## config.mk

```make
export PLATFORM = sky130hd
export DESIGN_NAME = lpcs_control
export DESIGN_NICKNAME = d
export VERILOG_FILES = /design/src/verilog/lpcs_pkg.sv /design/src/verilog/lpcs_control.sv /design/src/verilog/lpcs_tick_div.sv /design/src/verilog/lpcs_level_rom.sv
export SDC_FILE = /design/constraint.sdc
export NUM_CORES = 1
export LEC_CHECK = 0
export BUFFER_PORTS_ARGS = -buffer_cell sky130_fd_sc_hd__buf_2
export CAP_MARGIN = 20
export CORE_MARGIN = 5
export CORE_UTILIZATION = 30
export DETAILED_ROUTE_END_ITERATION = 16
export GPL_ROUTABILITY_DRIVEN = 0
export PLACE_DENSITY = 0.55
export RECOVER_POWER = 25
export SYNTH_ARGS = -nofsm -noshare
export SYNTH_HDL_FRONTEND = slang
export SYNTH_SLANG_ARGS = --single-unit
```

## constraint.sdc

```tcl
create_clock -name sys_clk_in -period 7.1 [get_ports sys_clk_in]
set_input_delay 0.71 -clock sys_clk_in [delete_from_list [all_inputs] [get_ports sys_clk_in]]
set_output_delay 0.71 -clock sys_clk_in [all_outputs]
set_load 0.005 [all_outputs]
```

## src/verilog/lpcs_pkg.sv

```systemverilog
package lpcs_pkg;
   // ==========================================
   // clocks and internal oscillator
   localparam int CLK_HZ = 125_000_000;
   localparam int OSC_HZ = 1_000_000;
   localparam int OSC_DIV = CLK_HZ / OSC_HZ;
   // ==========================================
   // timeouts, measured in oscillator ticks
   localparam int US_PER_S = 1_000_000;
   localparam int PULSE_MAX_US = 60;
   localparam int TIMEOUT_MAX_US = 500;
   localparam int LAT_TIME_US = 200;
   localparam int OFF_TIME_US = 200;
   localparam int LAT_TICKS = LAT_TIME_US * OSC_HZ / US_PER_S;
   localparam int OFF_TICKS = OFF_TIME_US * OSC_HZ / US_PER_S;
   localparam int PULSE_MAX_TICKS = PULSE_MAX_US * OSC_HZ / US_PER_S;
   localparam int TIMEOUT_MAX_TICKS = TIMEOUT_MAX_US * OSC_HZ / US_PER_S;
   // ==========================================
   // burst decode
   localparam logic [5:0] DATA_MAX_EDGES = 6'h10;
   localparam logic [5:0] ADDR_BASE_EDGES = 6'h11;
   localparam logic [5:0] EDGE_SAT = 6'h3F;
   // ==========================================
   // register addresses
   localparam logic [5:0] ADDR_DUAL_SINK_LEVEL = 6'h00;
   localparam logic [5:0] ADDR_FIRST_SINK_LEVEL = 6'h01;
   localparam logic [5:0] ADDR_SECOND_SINK_LEVEL = 6'h02;
   localparam logic [5:0] ADDR_SCALE_SELECT = 6'h03;
   localparam logic [5:0] ADDR_SINK_POWER = 6'h04;
   localparam logic [5:0] ADDR_CURRENT_MODE_RETURN = 6'h05;
   localparam logic [5:0] ADDR_VOLTAGE_MODE_SELECT = 6'h06;
   // ==========================================
   // data codes (edge count minus one) and reset values
   localparam logic [3:0] CODE_1 = 4'h0;
   localparam logic [3:0] CODE_2 = 4'h1;
   localparam logic [3:0] CODE_3 = 4'h2;
   localparam logic [3:0] CODE_4 = 4'h3;
   localparam logic [3:0] LEVEL_ZERO = 4'hF;
   localparam logic [3:0] LEVEL_RESET = LEVEL_ZERO;
   localparam logic [5:0] ADDR_RESET = ADDR_DUAL_SINK_LEVEL;
   localparam logic SINK_POWER_RESET = 1'b1;
   localparam logic SCALE_HI_RESET = 1'b0;
   localparam logic VMODE_RESET = 1'b0;
   // ==========================================
   // nominal sink current in mA per level code
   localparam logic [8:0] HI_MA [16] = '{
      9'h12C, 9'h10B, 9'h0EE, 9'h0D6, 9'h0BE, 9'h0A7, 9'h098, 9'h085,
      9'h077, 9'h069, 9'h05F, 9'h056, 9'h04C, 9'h043, 9'h03E, 9'h000};
   localparam logic [8:0] LO_MA [16] = '{
      9'h032, 9'h02C, 9'h028, 9'h024, 9'h020, 9'h01C, 9'h019, 9'h016,
      9'h014, 9'h011, 9'h010, 9'h00E, 9'h00D, 9'h00B, 9'h00A, 9'h000};
endpackage

```

## src/verilog/lpcs_control.sv

```systemverilog
// Contract
// RULE1 - 1 to 16 edges form data
// RULE2 - over 16 edges form address, minus 17
// RULE3 - latch only after pin high timeout
// RULE4 - host sends address, wait, data, wait
// RULE5 - address kept for later data bursts
// RULE6 - long low enters shutdown, outputs off
// RULE7 - after shutdown address starts at 0
// RULE8 - level registers are 4 bits
// RULE9 - value 1 full, 16 zero current
// RULE10 - scale register picks per-sink HI or LO
// RULE11 - power data 1 on, 2 standby
// RULE12 - mode data 2 selects voltage mode
// RULE13 - nonzero sink level overrides voltage mode
// RULE14 - return data 1 restores current mode
// RULE15 - logic timed by 1MHz oscillator tick
// RULE16 - address 0 both, 1 first, 2 second
// RULE17 - scale data 1 to 4 mapping
// RULE18 - shutdown resets every register
// RULE19 - timeouts counted in oscillator ticks
// RULE20 - undefined addresses change nothing
`timescale 1ns/1ps
module lpcs_control #(
   parameter int LAT_TICKS = lpcs_pkg::LAT_TICKS,
   parameter int OFF_TICKS = lpcs_pkg::OFF_TICKS
) (
   input wire logic sys_clk_in,
   input wire logic arst_n_in,
   input wire logic ctrl_pin_in,
   output logic [3:0] first_current_sink_level_out,
   output logic [3:0] second_current_sink_level_out,
   output logic first_current_sink_hi_out,
   output logic second_current_sink_hi_out,
   output logic first_current_sink_en_out,
   output logic second_current_sink_en_out,
   output logic [8:0] first_current_sink_ma_out,
   output logic [8:0] second_current_sink_ma_out,
   output logic voltage_mode_out,
   output logic standby_out,
   output logic shutdown_out
);
   // ==========================================
   // elaboration checks
   // timeouts must outlast the longest legal pulse and stay within spec
   if (LAT_TICKS <= lpcs_pkg::PULSE_MAX_TICKS ||
       LAT_TICKS > lpcs_pkg::TIMEOUT_MAX_TICKS) begin : g_bad_lat
      $error("latch timeout out of range");
   end
   if (OFF_TICKS <= lpcs_pkg::PULSE_MAX_TICKS ||
       OFF_TICKS > lpcs_pkg::TIMEOUT_MAX_TICKS) begin : g_bad_off
      $error("off timeout out of range");
   end

   // ==========================================
   // declarations
   logic osc_tick;
   logic pin_prev_q;
   logic rise;
   logic [8:0] hi_cnt_q;
   logic [8:0] lo_cnt_q;
   logic [5:0] edge_cnt_q;
   logic latch_p;
   logic off_p;
   logic is_data;
   logic data_wr;
   logic addr_wr;
   logic [3:0] data_code;
   logic [5:0] addr_q;
   logic shutdown_q;
   logic [3:0] lvl1_q;
   logic [3:0] lvl2_q;
   logic hi1_q;
   logic hi2_q;
   logic power_on_q;
   logic vmode_q;
   logic override;
   logic v_act;
   logic en1;
   logic en2;
   logic [3:0] rom1_code;
   logic [3:0] rom2_code;

   // ==========================================
   // oscillator tick
   lpcs_tick_div #(
      .DIV(lpcs_pkg::OSC_DIV)
   ) u_osc (
      .sys_clk_in(sys_clk_in),
      .arst_n_in(arst_n_in),
      .tick_out(osc_tick)
   );

   // ==========================================
   // pin edge detect
   // pin is already synchronous, one stage of history suffices
   always_ff @(posedge sys_clk_in or negedge arst_n_in) begin
      if (!arst_n_in) begin
         pin_prev_q <= 1'b0;
      end else begin
         pin_prev_q <= ctrl_pin_in;
      end
   end

   assign rise = ctrl_pin_in & ~pin_prev_q;

   // ==========================================
   // high and low timers
   // high time restarts at every rising edge so only the last one counts
   always_ff @(posedge sys_clk_in or negedge arst_n_in) begin
      if (!arst_n_in) begin
         hi_cnt_q <= 9'h000;
      end else if (!ctrl_pin_in || rise) begin
         hi_cnt_q <= 9'h000;
      end else if (osc_tick && hi_cnt_q != 9'(LAT_TICKS)) begin // [RULE19]
         hi_cnt_q <= hi_cnt_q + 9'h001;
      end
   end

   always_ff @(posedge sys_clk_in or negedge arst_n_in) begin
      if (!arst_n_in) begin
         lo_cnt_q <= 9'h000;
      end else if (ctrl_pin_in) begin
         lo_cnt_q <= 9'h000;
      end else if (osc_tick && lo_cnt_q != 9'(OFF_TICKS)) begin // [RULE19]
         lo_cnt_q <= lo_cnt_q + 9'h001;
      end
   end

   // saturating timers fire exactly once per idle period
   assign latch_p = osc_tick & ctrl_pin_in & (edge_cnt_q != 6'h00)
      & (hi_cnt_q == 9'(LAT_TICKS - 1)); // [RULE3] [RULE15]
   assign off_p = osc_tick & ~ctrl_pin_in & ~shutdown_q
      & (lo_cnt_q == 9'(OFF_TICKS - 1)); // [RULE6] [RULE15]

   // ==========================================
   // edge counter
   always_ff @(posedge sys_clk_in or negedge arst_n_in) begin
      if (!arst_n_in) begin
         edge_cnt_q <= 6'h00;
      end else if (latch_p || off_p) begin
         edge_cnt_q <= 6'h00;
      end else if (rise && edge_cnt_q != lpcs_pkg::EDGE_SAT) begin
         edge_cnt_q <= edge_cnt_q + 6'h01;
      end
   end

   assign is_data = edge_cnt_q <= lpcs_pkg::DATA_MAX_EDGES; // [RULE1] [RULE2]
   assign data_wr = latch_p & is_data;
   assign addr_wr = latch_p & ~is_data;
   assign data_code = 4'(edge_cnt_q - 6'h01); // [RULE8]

   // ==========================================
   // shutdown state
   // a rising edge wakes the device; that edge already counts
   always_ff @(posedge sys_clk_in or negedge arst_n_in) begin
      if (!arst_n_in) begin
         shutdown_q <= 1'b1;
      end else if (off_p) begin
         shutdown_q <= 1'b1; // [RULE6]
      end else if (rise) begin
         shutdown_q <= 1'b0;
      end
   end

   // ==========================================
   // address register
   always_ff @(posedge sys_clk_in or negedge arst_n_in) begin
      if (!arst_n_in) begin
         addr_q <= lpcs_pkg::ADDR_RESET;
      end else if (off_p) begin
         addr_q <= lpcs_pkg::ADDR_RESET; // [RULE7] [RULE18]
      end else if (addr_wr) begin
         addr_q <= edge_cnt_q - lpcs_pkg::ADDR_BASE_EDGES; // [RULE2]
      end
   end

   // ==========================================
   // sink level registers
   // data writes leave addr_q alone, so bursts repeat to it
   always_ff @(posedge sys_clk_in or negedge arst_n_in) begin
      if (!arst_n_in) begin
         lvl1_q <= lpcs_pkg::LEVEL_RESET;
         lvl2_q <= lpcs_pkg::LEVEL_RESET;
      end else if (off_p) begin
         lvl1_q <= lpcs_pkg::LEVEL_RESET; // [RULE18]
         lvl2_q <= lpcs_pkg::LEVEL_RESET;
      end else if (data_wr) begin // [RULE5]
         if (addr_q == lpcs_pkg::ADDR_DUAL_SINK_LEVEL ||
             addr_q == lpcs_pkg::ADDR_FIRST_SINK_LEVEL) begin
            lvl1_q <= data_code; // [RULE16] [RULE1]
         end
         if (addr_q == lpcs_pkg::ADDR_DUAL_SINK_LEVEL ||
             addr_q == lpcs_pkg::ADDR_SECOND_SINK_LEVEL) begin
            lvl2_q <= data_code; // [RULE16]
         end
      end
   end

   // ==========================================
   // scale register
   // data beyond 4 is ignored
   always_ff @(posedge sys_clk_in or negedge arst_n_in) begin
      if (!arst_n_in) begin
         hi1_q <= lpcs_pkg::SCALE_HI_RESET;
         hi2_q <= lpcs_pkg::SCALE_HI_RESET;
      end else if (off_p) begin
         hi1_q <= lpcs_pkg::SCALE_HI_RESET; // [RULE18]
         hi2_q <= lpcs_pkg::SCALE_HI_RESET;
      end else if (data_wr && addr_q == lpcs_pkg::ADDR_SCALE_SELECT) begin
         unique case (data_code) // [RULE10] [RULE17]
            lpcs_pkg::CODE_1: begin
               hi1_q <= 1'b0;
               hi2_q <= 1'b0;
            end
            lpcs_pkg::CODE_2: begin
               hi1_q <= 1'b1;
               hi2_q <= 1'b1;
            end
            lpcs_pkg::CODE_3: begin
               hi1_q <= 1'b0;
               hi2_q <= 1'b1;
            end
            lpcs_pkg::CODE_4: begin
               hi1_q <= 1'b1;
               hi2_q <= 1'b0;
            end
            default: begin
               hi1_q <= hi1_q;
               hi2_q <= hi2_q;
            end
         endcase
      end
   end

   // ==========================================
   // power register
   always_ff @(posedge sys_clk_in or negedge arst_n_in) begin
      if (!arst_n_in) begin
         power_on_q <= lpcs_pkg::SINK_POWER_RESET;
      end else if (off_p) begin
         power_on_q <= lpcs_pkg::SINK_POWER_RESET; // [RULE18]
      end else if (data_wr && addr_q == lpcs_pkg::ADDR_SINK_POWER) begin
         if (data_code == lpcs_pkg::CODE_1) begin
            power_on_q <= 1'b1; // [RULE11]
         end else if (data_code == lpcs_pkg::CODE_2) begin
            power_on_q <= 1'b0; // [RULE11]
         end
      end
   end

   // ==========================================
   // voltage mode register
   // both return paths are honoured since either may be used by software
   always_ff @(posedge sys_clk_in or negedge arst_n_in) begin
      if (!arst_n_in) begin
         vmode_q <= lpcs_pkg::VMODE_RESET;
      end else if (off_p) begin
         vmode_q <= lpcs_pkg::VMODE_RESET; // [RULE18]
      end else if (data_wr) begin
         if (addr_q == lpcs_pkg::ADDR_VOLTAGE_MODE_SELECT &&
             data_code == lpcs_pkg::CODE_2) begin
            vmode_q <= 1'b1; // [RULE12]
         end else if ((addr_q == lpcs_pkg::ADDR_VOLTAGE_MODE_SELECT ||
                       addr_q == lpcs_pkg::ADDR_CURRENT_MODE_RETURN) &&
                      data_code == lpcs_pkg::CODE_1) begin
            vmode_q <= 1'b0; // [RULE14]
         end
      end
   end

   // ==========================================
   // output decode
   assign override = (lvl1_q != lpcs_pkg::LEVEL_ZERO) |
      (lvl2_q != lpcs_pkg::LEVEL_ZERO); // [RULE13]
   assign v_act = vmode_q & ~override & ~shutdown_q; // [RULE13]
   assign en1 = ~shutdown_q & power_on_q
      & (lvl1_q != lpcs_pkg::LEVEL_ZERO); // [RULE9] [RULE6]
   assign en2 = ~shutdown_q & power_on_q
      & (lvl2_q != lpcs_pkg::LEVEL_ZERO);
   assign rom1_code = en1 ? lvl1_q : lpcs_pkg::LEVEL_ZERO;
   assign rom2_code = en2 ? lvl2_q : lpcs_pkg::LEVEL_ZERO;

   always_ff @(posedge sys_clk_in or negedge arst_n_in) begin
      if (!arst_n_in) begin
         first_current_sink_level_out <= lpcs_pkg::LEVEL_RESET;
         second_current_sink_level_out <= lpcs_pkg::LEVEL_RESET;
         first_current_sink_hi_out <= lpcs_pkg::SCALE_HI_RESET;
         second_current_sink_hi_out <= lpcs_pkg::SCALE_HI_RESET;
         first_current_sink_en_out <= 1'b0;
         second_current_sink_en_out <= 1'b0;
         voltage_mode_out <= 1'b0;
         standby_out <= 1'b0;
         shutdown_out <= 1'b1;
      end else begin
         first_current_sink_level_out <= lvl1_q;
         second_current_sink_level_out <= lvl2_q;
         first_current_sink_hi_out <= hi1_q;
         second_current_sink_hi_out <= hi2_q;
         first_current_sink_en_out <= en1;
         second_current_sink_en_out <= en2;
         voltage_mode_out <= v_act; // [RULE12]
         standby_out <= ~shutdown_q & ~power_on_q;
         shutdown_out <= shutdown_q;
      end
   end

   // ==========================================
   // current lookup
   lpcs_level_rom u_rom1 (
      .sys_clk_in(sys_clk_in),
      .arst_n_in(arst_n_in),
      .code_in(rom1_code),
      .hi_in(hi1_q),
      .ma_out(first_current_sink_ma_out)
   );

   lpcs_level_rom u_rom2 (
      .sys_clk_in(sys_clk_in),
      .arst_n_in(arst_n_in),
      .code_in(rom2_code),
      .hi_in(hi2_q),
      .ma_out(second_current_sink_ma_out)
   );
endmodule

```

## src/verilog/lpcs_tick_div.sv

```systemverilog
`timescale 1ns/1ps
module lpcs_tick_div #(
   parameter int DIV = lpcs_pkg::OSC_DIV
) (
   input wire logic sys_clk_in,
   input wire logic arst_n_in,
   output logic tick_out
);
   // ==========================================
   // divider
   logic [7:0] cnt_q;

   if (DIV < 2 || DIV > 256) begin : g_bad_div
      $error("divider out of range");
   end

   always_ff @(posedge sys_clk_in or negedge arst_n_in) begin
      if (!arst_n_in) begin
         cnt_q <= 8'h00;
         tick_out <= 1'b0;
      end else if (cnt_q == 8'(DIV - 1)) begin
         cnt_q <= 8'h00;
         tick_out <= 1'b1;
      end else begin
         cnt_q <= cnt_q + 8'h01;
         tick_out <= 1'b0;
      end
   end
endmodule

```

## src/verilog/lpcs_level_rom.sv

```systemverilog
`timescale 1ns/1ps
module lpcs_level_rom (
   input wire logic sys_clk_in,
   input wire logic arst_n_in,
   input wire logic [3:0] code_in,
   input wire logic hi_in,
   output logic [8:0] ma_out
);
   // ==========================================
   // registered table read
   always_ff @(posedge sys_clk_in or negedge arst_n_in) begin
      if (!arst_n_in) begin
         ma_out <= 9'h000;
      end else if (hi_in) begin
         ma_out <= lpcs_pkg::HI_MA[code_in];
      end else begin
         ma_out <= lpcs_pkg::LO_MA[code_in];
      end
   end
endmodule

```

---- Word level (Yosys, flattened, before mapping) ----
Memory sizes are Yosys's and may differ from the RTL's.
Cells that the tools add are included.
cells by class
  order comparisons ....................... 3
  reduce and logical (&&, ||, !) cells .... 40
  bitwise operators ....................... 24
  add/sub/neg operators ................... 6
  mux-type cells .......................... 44
  equality and inequality tests ........... 17
operator list
  operator               number
  $mux W9                14
  $mux W4                8
  $mux W6                4
  $reduce_bool A2 Y1     10
  $add A9 B1 Y9 const B  2
  $eq A6 B3 Y1 const B   3
  $eq A9 B8 Y1 const B   2
  $ne A9 B8 Y1 const B   2
  $and A1 B1 Y1          15
  $mux W1                15
  $eq A6 B2 Y1 const B   2
  $reduce_and A2 Y1      6
  $reduce_bool A3 Y1     4
  $ge A5 B5 Y1 const B   2
  $not A4 Y5             2
  $add A8 B1 Y8 const B  1
  $eq A4 B2 Y1 const B   2
  $eq A8 B7 Y1 const B   1
  $mux W8                1
  $ne A4 B4 Y1 const B   2
  $reduce_or A2 Y1       4
  $logic_and A1 B1 Y1    7
  $add A6 B1 Y6 const B  1
  $eq A6 B1 Y1 const B   1
  other kinds (13)       23
storage, ports and cells
  bits of input ports ..................... 3
  memories ................................ 4
  logic and storage cells ................. 163
  output and inout bits ................... 33
  flip-flop bits (word level) ............. 86
  bits in read-only memories .............. 576
memory list
  name             depth  bits a word  read ports  clocked after Yosys merged registers in  write ports  line                  source
  (no name shown)  16     9            1           0                                        0            lpcs_level_rom.sv:15  ma_out <= lpcs_pkg::HI_MA[code_in];
  (no name shown)  16     9            1           0                                        0            lpcs_level_rom.sv:17  ma_out <= lpcs_pkg::LO_MA[code_in];
  (no name shown)  16     9            1           0                                        0            lpcs_level_rom.sv:15
  (no name shown)  16     9            1           0                                        0            lpcs_level_rom.sv:17

---- Depth between registers and ports, before layout ----
  depth after elaboration ................. 9
  depth in mapped cells ................... 10
  gate-level depth less buffers ........... 9

---- Cells and area by module ----
From an unflattened synthesis, not the netlist that was laid out.
second synthesis, totals
  cells, all modules ...................... 486
  area, all modules ....................... 4,722.0 um2
by module, submodules not included
  module                    seq. area each (um2)  cells each  times used  area each (um2)
  lpcs_control              1,500.2               285         1           2,877.8
  lpcs_level_rom at u_rom2  225.2                 82          1           726.9
  lpcs_level_rom at u_rom1  225.2                 79          1           704.4
  lpcs_tick_div             225.2                 40          1           412.9

---- Least setup slack after synthesis ----
No wires, ideal clock.
  kind .................................... register to register
  start point ............................. reg edge_cnt_q[0]
  end point ............................... reg hi2_q
  data required time ...................... 7,023 ps
  library setup time ...................... 77 ps
  clock period less this slack ............ 2,461 ps
  cell stages (with the launch flop) ...... 9
  path buffers ............................ 1
  path slack .............................. 4,639 ps
  arrival time ............................ 2,383 ps
  cell sequence ........................... dfrtp_1 clkbuf_1 inv_1 ha_1 or3b_2 xor2_1 nand3_1 or4_1 a21oi_1
between the ends
  longest elaborated chain between the ends .. 7
  elaborated cells on any way between the ends .. 19
  those cells by class .................... add/sub: 1; order compare: 1; eq/ne: 3; mux: 3; bitwise: 3; reduce/logical: 8
ends and longest elaborated chain
  item                                                   line                 source
  from (decl)                                            lpcs_control.sv:61   logic [5:0] edge_cnt_q;
  from (signal assigned)                                 lpcs_control.sv:143  edge_cnt_q <= edge_cnt_q + 6'h01;
  branches (longest 7 deep; another with $sub A4 B1 Y4)  n/a
  to (signal assigned)                                   lpcs_control.sv:205  hi2_q <= lpcs_pkg::SCALE_HI_RESET;
  to (signal assigned)                                   lpcs_control.sv:208  hi2_q <= lpcs_pkg::SCALE_HI_RESET;
  to (signal assigned)                                   lpcs_control.sv:229  hi2_q <= hi2_q;
  to (decl)                                              lpcs_control.sv:73   logic hi2_q;
Parallel ways; which one is timed is not known. The select of a mux whose other input is x is not followed.
A chain may end at the register's enable or synchronous reset.

---- Final worst setup path ----
  start point ............................. reg power_on_q
  end point ............................... reg u_rom2.ma_out[2]
between the ends
  longest elaborated chain between the ends .. 8
  elaborated cells on any way between the ends .. 11
  those cells by class .................... mux: 6; bitwise: 3; memory: 2
ends and longest elaborated chain
  item                                            line                                        source
  from (decl)                                     lpcs_control.sv:74                          logic power_on_q;
  from (signal assigned)                          lpcs_control.sv:239                         power_on_q <= lpcs_pkg::SINK_POWER_RESET;
  from (signal assigned)                          lpcs_control.sv:241                         power_on_q <= lpcs_pkg::SINK_POWER_RESET;
  $and A1 B1 Y1 *                                 lpcs_control.sv:278                         assign en2 = ~shutdown_q & power_on_q
  $and A1 B1 Y1 *                                 lpcs_control.sv:279                         & (lvl2_q != lpcs_pkg::LEVEL_ZERO);
  $mux W4 *                                       lpcs_control.sv:281                         assign rom2_code = en2 ? lvl2_q : lpcs_pkg::LEVEL_ZERO;
  $not A4 Y5 (not written as such) *              lpcs_level_rom.sv:15, lpcs_level_rom.sv:17
  $mem_v2 Z16 W9, on equally long branches        n/a
  $mux W9, on equally long branches (2 in a row)  lpcs_level_rom.sv:17, lpcs_level_rom.sv:15
  $mux W9 *                                       lpcs_level_rom.sv:14                        end else if (hi_in) begin
  to (signal assigned)                            lpcs_level_rom.sv:15
  to (signal assigned)                            lpcs_level_rom.sv:17
  to (decl)                                       lpcs_level_rom.sv:7                         output logic [8:0] ma_out
Every way passes the cells marked *; elsewhere a longest branch is shown, timed or not. The select of a mux whose other input is x is not followed.

==> results.yml <==
cts:
  clockBufferDepth: 2
  cts_inserted_buffers: 9
  cts_root_buf: "clkbuf_16"
  cts_setup_buffers: 0
  hold_buffers: 0
  cts_tree: "done"
  insertion_delay_ns: 0.34
  cts_max_level: 3
  cts_num_sinks: 86
  post_cts_resized: 0
  clkSlewWorstSetupHoldPaths_ns: 0.06
routing:
  dr_total_vias: 3581
  drt_iter0_markers: 285
  drc: 0
  dr.max_layer_used: "met4"
  met1_length_mm: 4.61
  drt-total-wl_mm: 9.92
  dr.pass1.iters: 4
  met2_length_mm: 4.75
  wl_per_cell_um: 13.9
  route.met3.wl_um: 432
  postRouteAntennaNets: 0
  via_per_inst: 5.03
power_and_ir_drop:
  leakagePower_nw: 2.28
  power_density_nw_per_um2: 224
  vdd_drop_max_v: 0.000102
final_layout:
  drive_gt1_share_pct: 12.8
  final_common_cell: "dfrtp_1"
  fin_nets: 550
  num_antenna_cells: 0
  final_cell_mix: "dfrtp_1, nand2_1, nor2_1, buf_2, ha_1"
  layout-area-overhead-vs-synth_pct: 13.5
  fill_cells: 1566
grt:
  grt_pass1_wl_mm: 17.2
  antenna_found_initial: 0
  grt_overflow_total: 0
  grt_pass1_vias: 3536
  track_usage_pct: 11.5
  grt_max_degree: 60
status:
  status: "finished, violations left"
  violations: "max-capacitance violations, max-slew violations"
job:
  max_cap_violations: 1
sta:
  fin_crit_sh_pct: 42.0
  skew_ns: 0.0112
  rsz0062_at_grt: "no"
  tightest_slew_ns: 1.51
  max_freq_mhz: 335
  period_needed_ns: 2.98
  hold_viol_final: 0
  slew_headroom_pct: -0.673
  final_max_slew_viol_count: 29
  finalWorstSetupSlack_ns: 4.12
  finalSetupViolations: 0
  tns_ns: 0
synth:
  synthArstFlopShare_pct: 100
  synth-main-ff-cell: "dfrtp_1"
  synth-edff-count: 0
  synth_area_sq_um: 4650
  ys_types: 59
  synthCells: 495
  yosys_warnings: 0
  syn_nets: 526
  synth-seq-area-share_pct: 46.8
  ys_seq_elements: 86
  syn_avg_cell_area_sq_um: 9.40
floorplan:
  core_sq_um: 15200
  die_height_um: 135
  start_util_pct: 30.6
  pin_count: 36
  design.die.area_sq_um: 18100
  die_w_um: 135
  rows: 45
worst_setup_path:
  crit_type: "flip-flop to flip-flop"
  worstPathMaxFanout: 21
  cp-start-kind: "flip-flop"
  critPathCaptureType: "flip-flop"
  worstPathArrival_ns: 3.22
  worst_ep_required_time_ns: 7.34
place:
  dp_slack_ns: 4.41
  dpl.hpwl_mm: 6.73
  portBuffers: 35
min_path:
  hp-class: "flip-flop to flip-flop"
[Yosys cell counts (5+ instances only)]
cell type  number  area, sq um
dfrtp_1        67         1680
nand2_1        63          236
nor2_1         60          225
ha_1           28          350
o21ai_0        22          110
clkbuf_1       21         78.8
inv_1          20         75.1
dfstp_2        19          499
xor2_1         19          166
a21oi_1        18         90.1
nand2b_1       13         81.3
nand3_1        13         65.1
nand4_1        10         62.6
o211ai_1       10         75.1
xnor2_1        10         87.6
nor3_1          8         40.0
and3_1          7         43.8
mux2i_1         7         70.1
o22ai_1         7         43.8
a211oi_1        5         37.5
or3_1           5         31.3
[per-stage QoR]
stage / instance area, sq um / total power, mW / cells / hold WS [ns] / utilization [%]
floorplan: 4650 / 0.665 / 495 / 0.352 / -
global placement: 4990 / 0.715 / 696 / 0.425 / 32.8
detailed placement: 4990 / 0.719 / 696 / 0.425 / 32.8
CTS: 5290 / 1.20 / 712 / 0.278 / 34.8
global route: 5280 / 1.24 / 712 / 0.513 / 34.7
finish: 5280 / 1.18 / 712 / 0.484 / 34.7
[final timing paths]
kind / startpoint / to / slack (ns) / cells after the start
setup / recovery: power_on_q$_DFFE_PN1P_ / u_rom2.ma_out[2]$_DFF_PN0_ / 4.12 / 8
hold / removal: u_osc.cnt_q[0]$_DFF_PN0_ / u_osc.cnt_q[0]$_DFF_PN0_ / 0.48 / 1
setup reg to reg: power_on_q$_DFFE_PN1P_ / u_rom2.ma_out[2]$_DFF_PN0_ / 4.12 / 8
hold reg to reg: u_osc.cnt_q[0]$_DFF_PN0_ / u_osc.cnt_q[0]$_DFF_PN0_ / 0.48 / 1
max in group asynchronous: arst_n_in / hi_cnt_q[0]$_DFFE_PN0P_ / 4.91 / 2
min in group asynchronous: arst_n_in / u_rom2.ma_out[8]$_DFF_PN0_ / 0.73 / 1
[cell type report]
cell class                 instances  area (sq um)  area share [%]
tap                              188           235            4.45
clock inverter                     4          55.1            1.04
clock buffer                      12           246            4.67
timing repair buffer              37           184            3.48
sequential                        86          2180            41.2
inverter                          22          82.6            1.56
multi-input combinational        363          2300            43.6
[worst max-delay path, stage by stage (launching register included)]
cell      delay, ns
dfstp_2        0.57
nor2b_1        0.13
clkbuf_1       0.71
nand2b_1       0.30
inv_1          0.24
ha_1           0.29
o22ai_1        0.11
a211o_1        0.32
o21ai_0        0.21
[power breakdown]
group | internal, mW | leakage (nW) | switching [mW]
clock network | 0.284 | 0.143 | 0.191
registers | 0.504 | 1.09 | 0.0440
logic | 0.0590 | 1.05 | 0.0999
[flip-flops by register name (all words and copies together) (netlist names), 4 cells and up]
| name | count |
|---|---|
| u_rom1.ma_out | 9 |
| addr_q | 6 |
| hi_cnt_q | 9 |
| lvl2_q | 4 |
| lo_cnt_q | 9 |
| u_rom2.ma_out | 9 |
| lvl1_q | 4 |
| first_current_sink_level_out | 4 |
| second_current_sink_level_out | 4 |
| edge_cnt_q | 6 |
| u_osc.cnt_q | 8 |
[per-layer routing]
metal  up-vias  track usage, %
li1       1771               -
met3        16            2.94
met5         -               0
met4         0            3.56
met2        68            19.1
met1      1726            14.9
[cells by family (layout without fill, tap and decap cells)]
kind of cell / after synthesis / in the layout / synth area share, %
AO/OA/AOI/OAI: 96 / 96 / 13.9
flip-flops: 86 / 86 / 46.8
XOR/XNOR: 29 / 29 / 5.46
buffers and inverters: 46 / 75 / 3.74
AND/OR/NAND/NOR: 202 / 202 / 20.9
multiplexers: 8 / 8 / 1.75
adder cells (fa/ha/maj): 28 / 28 / 7.53
(Power assumes the default switching activity.)
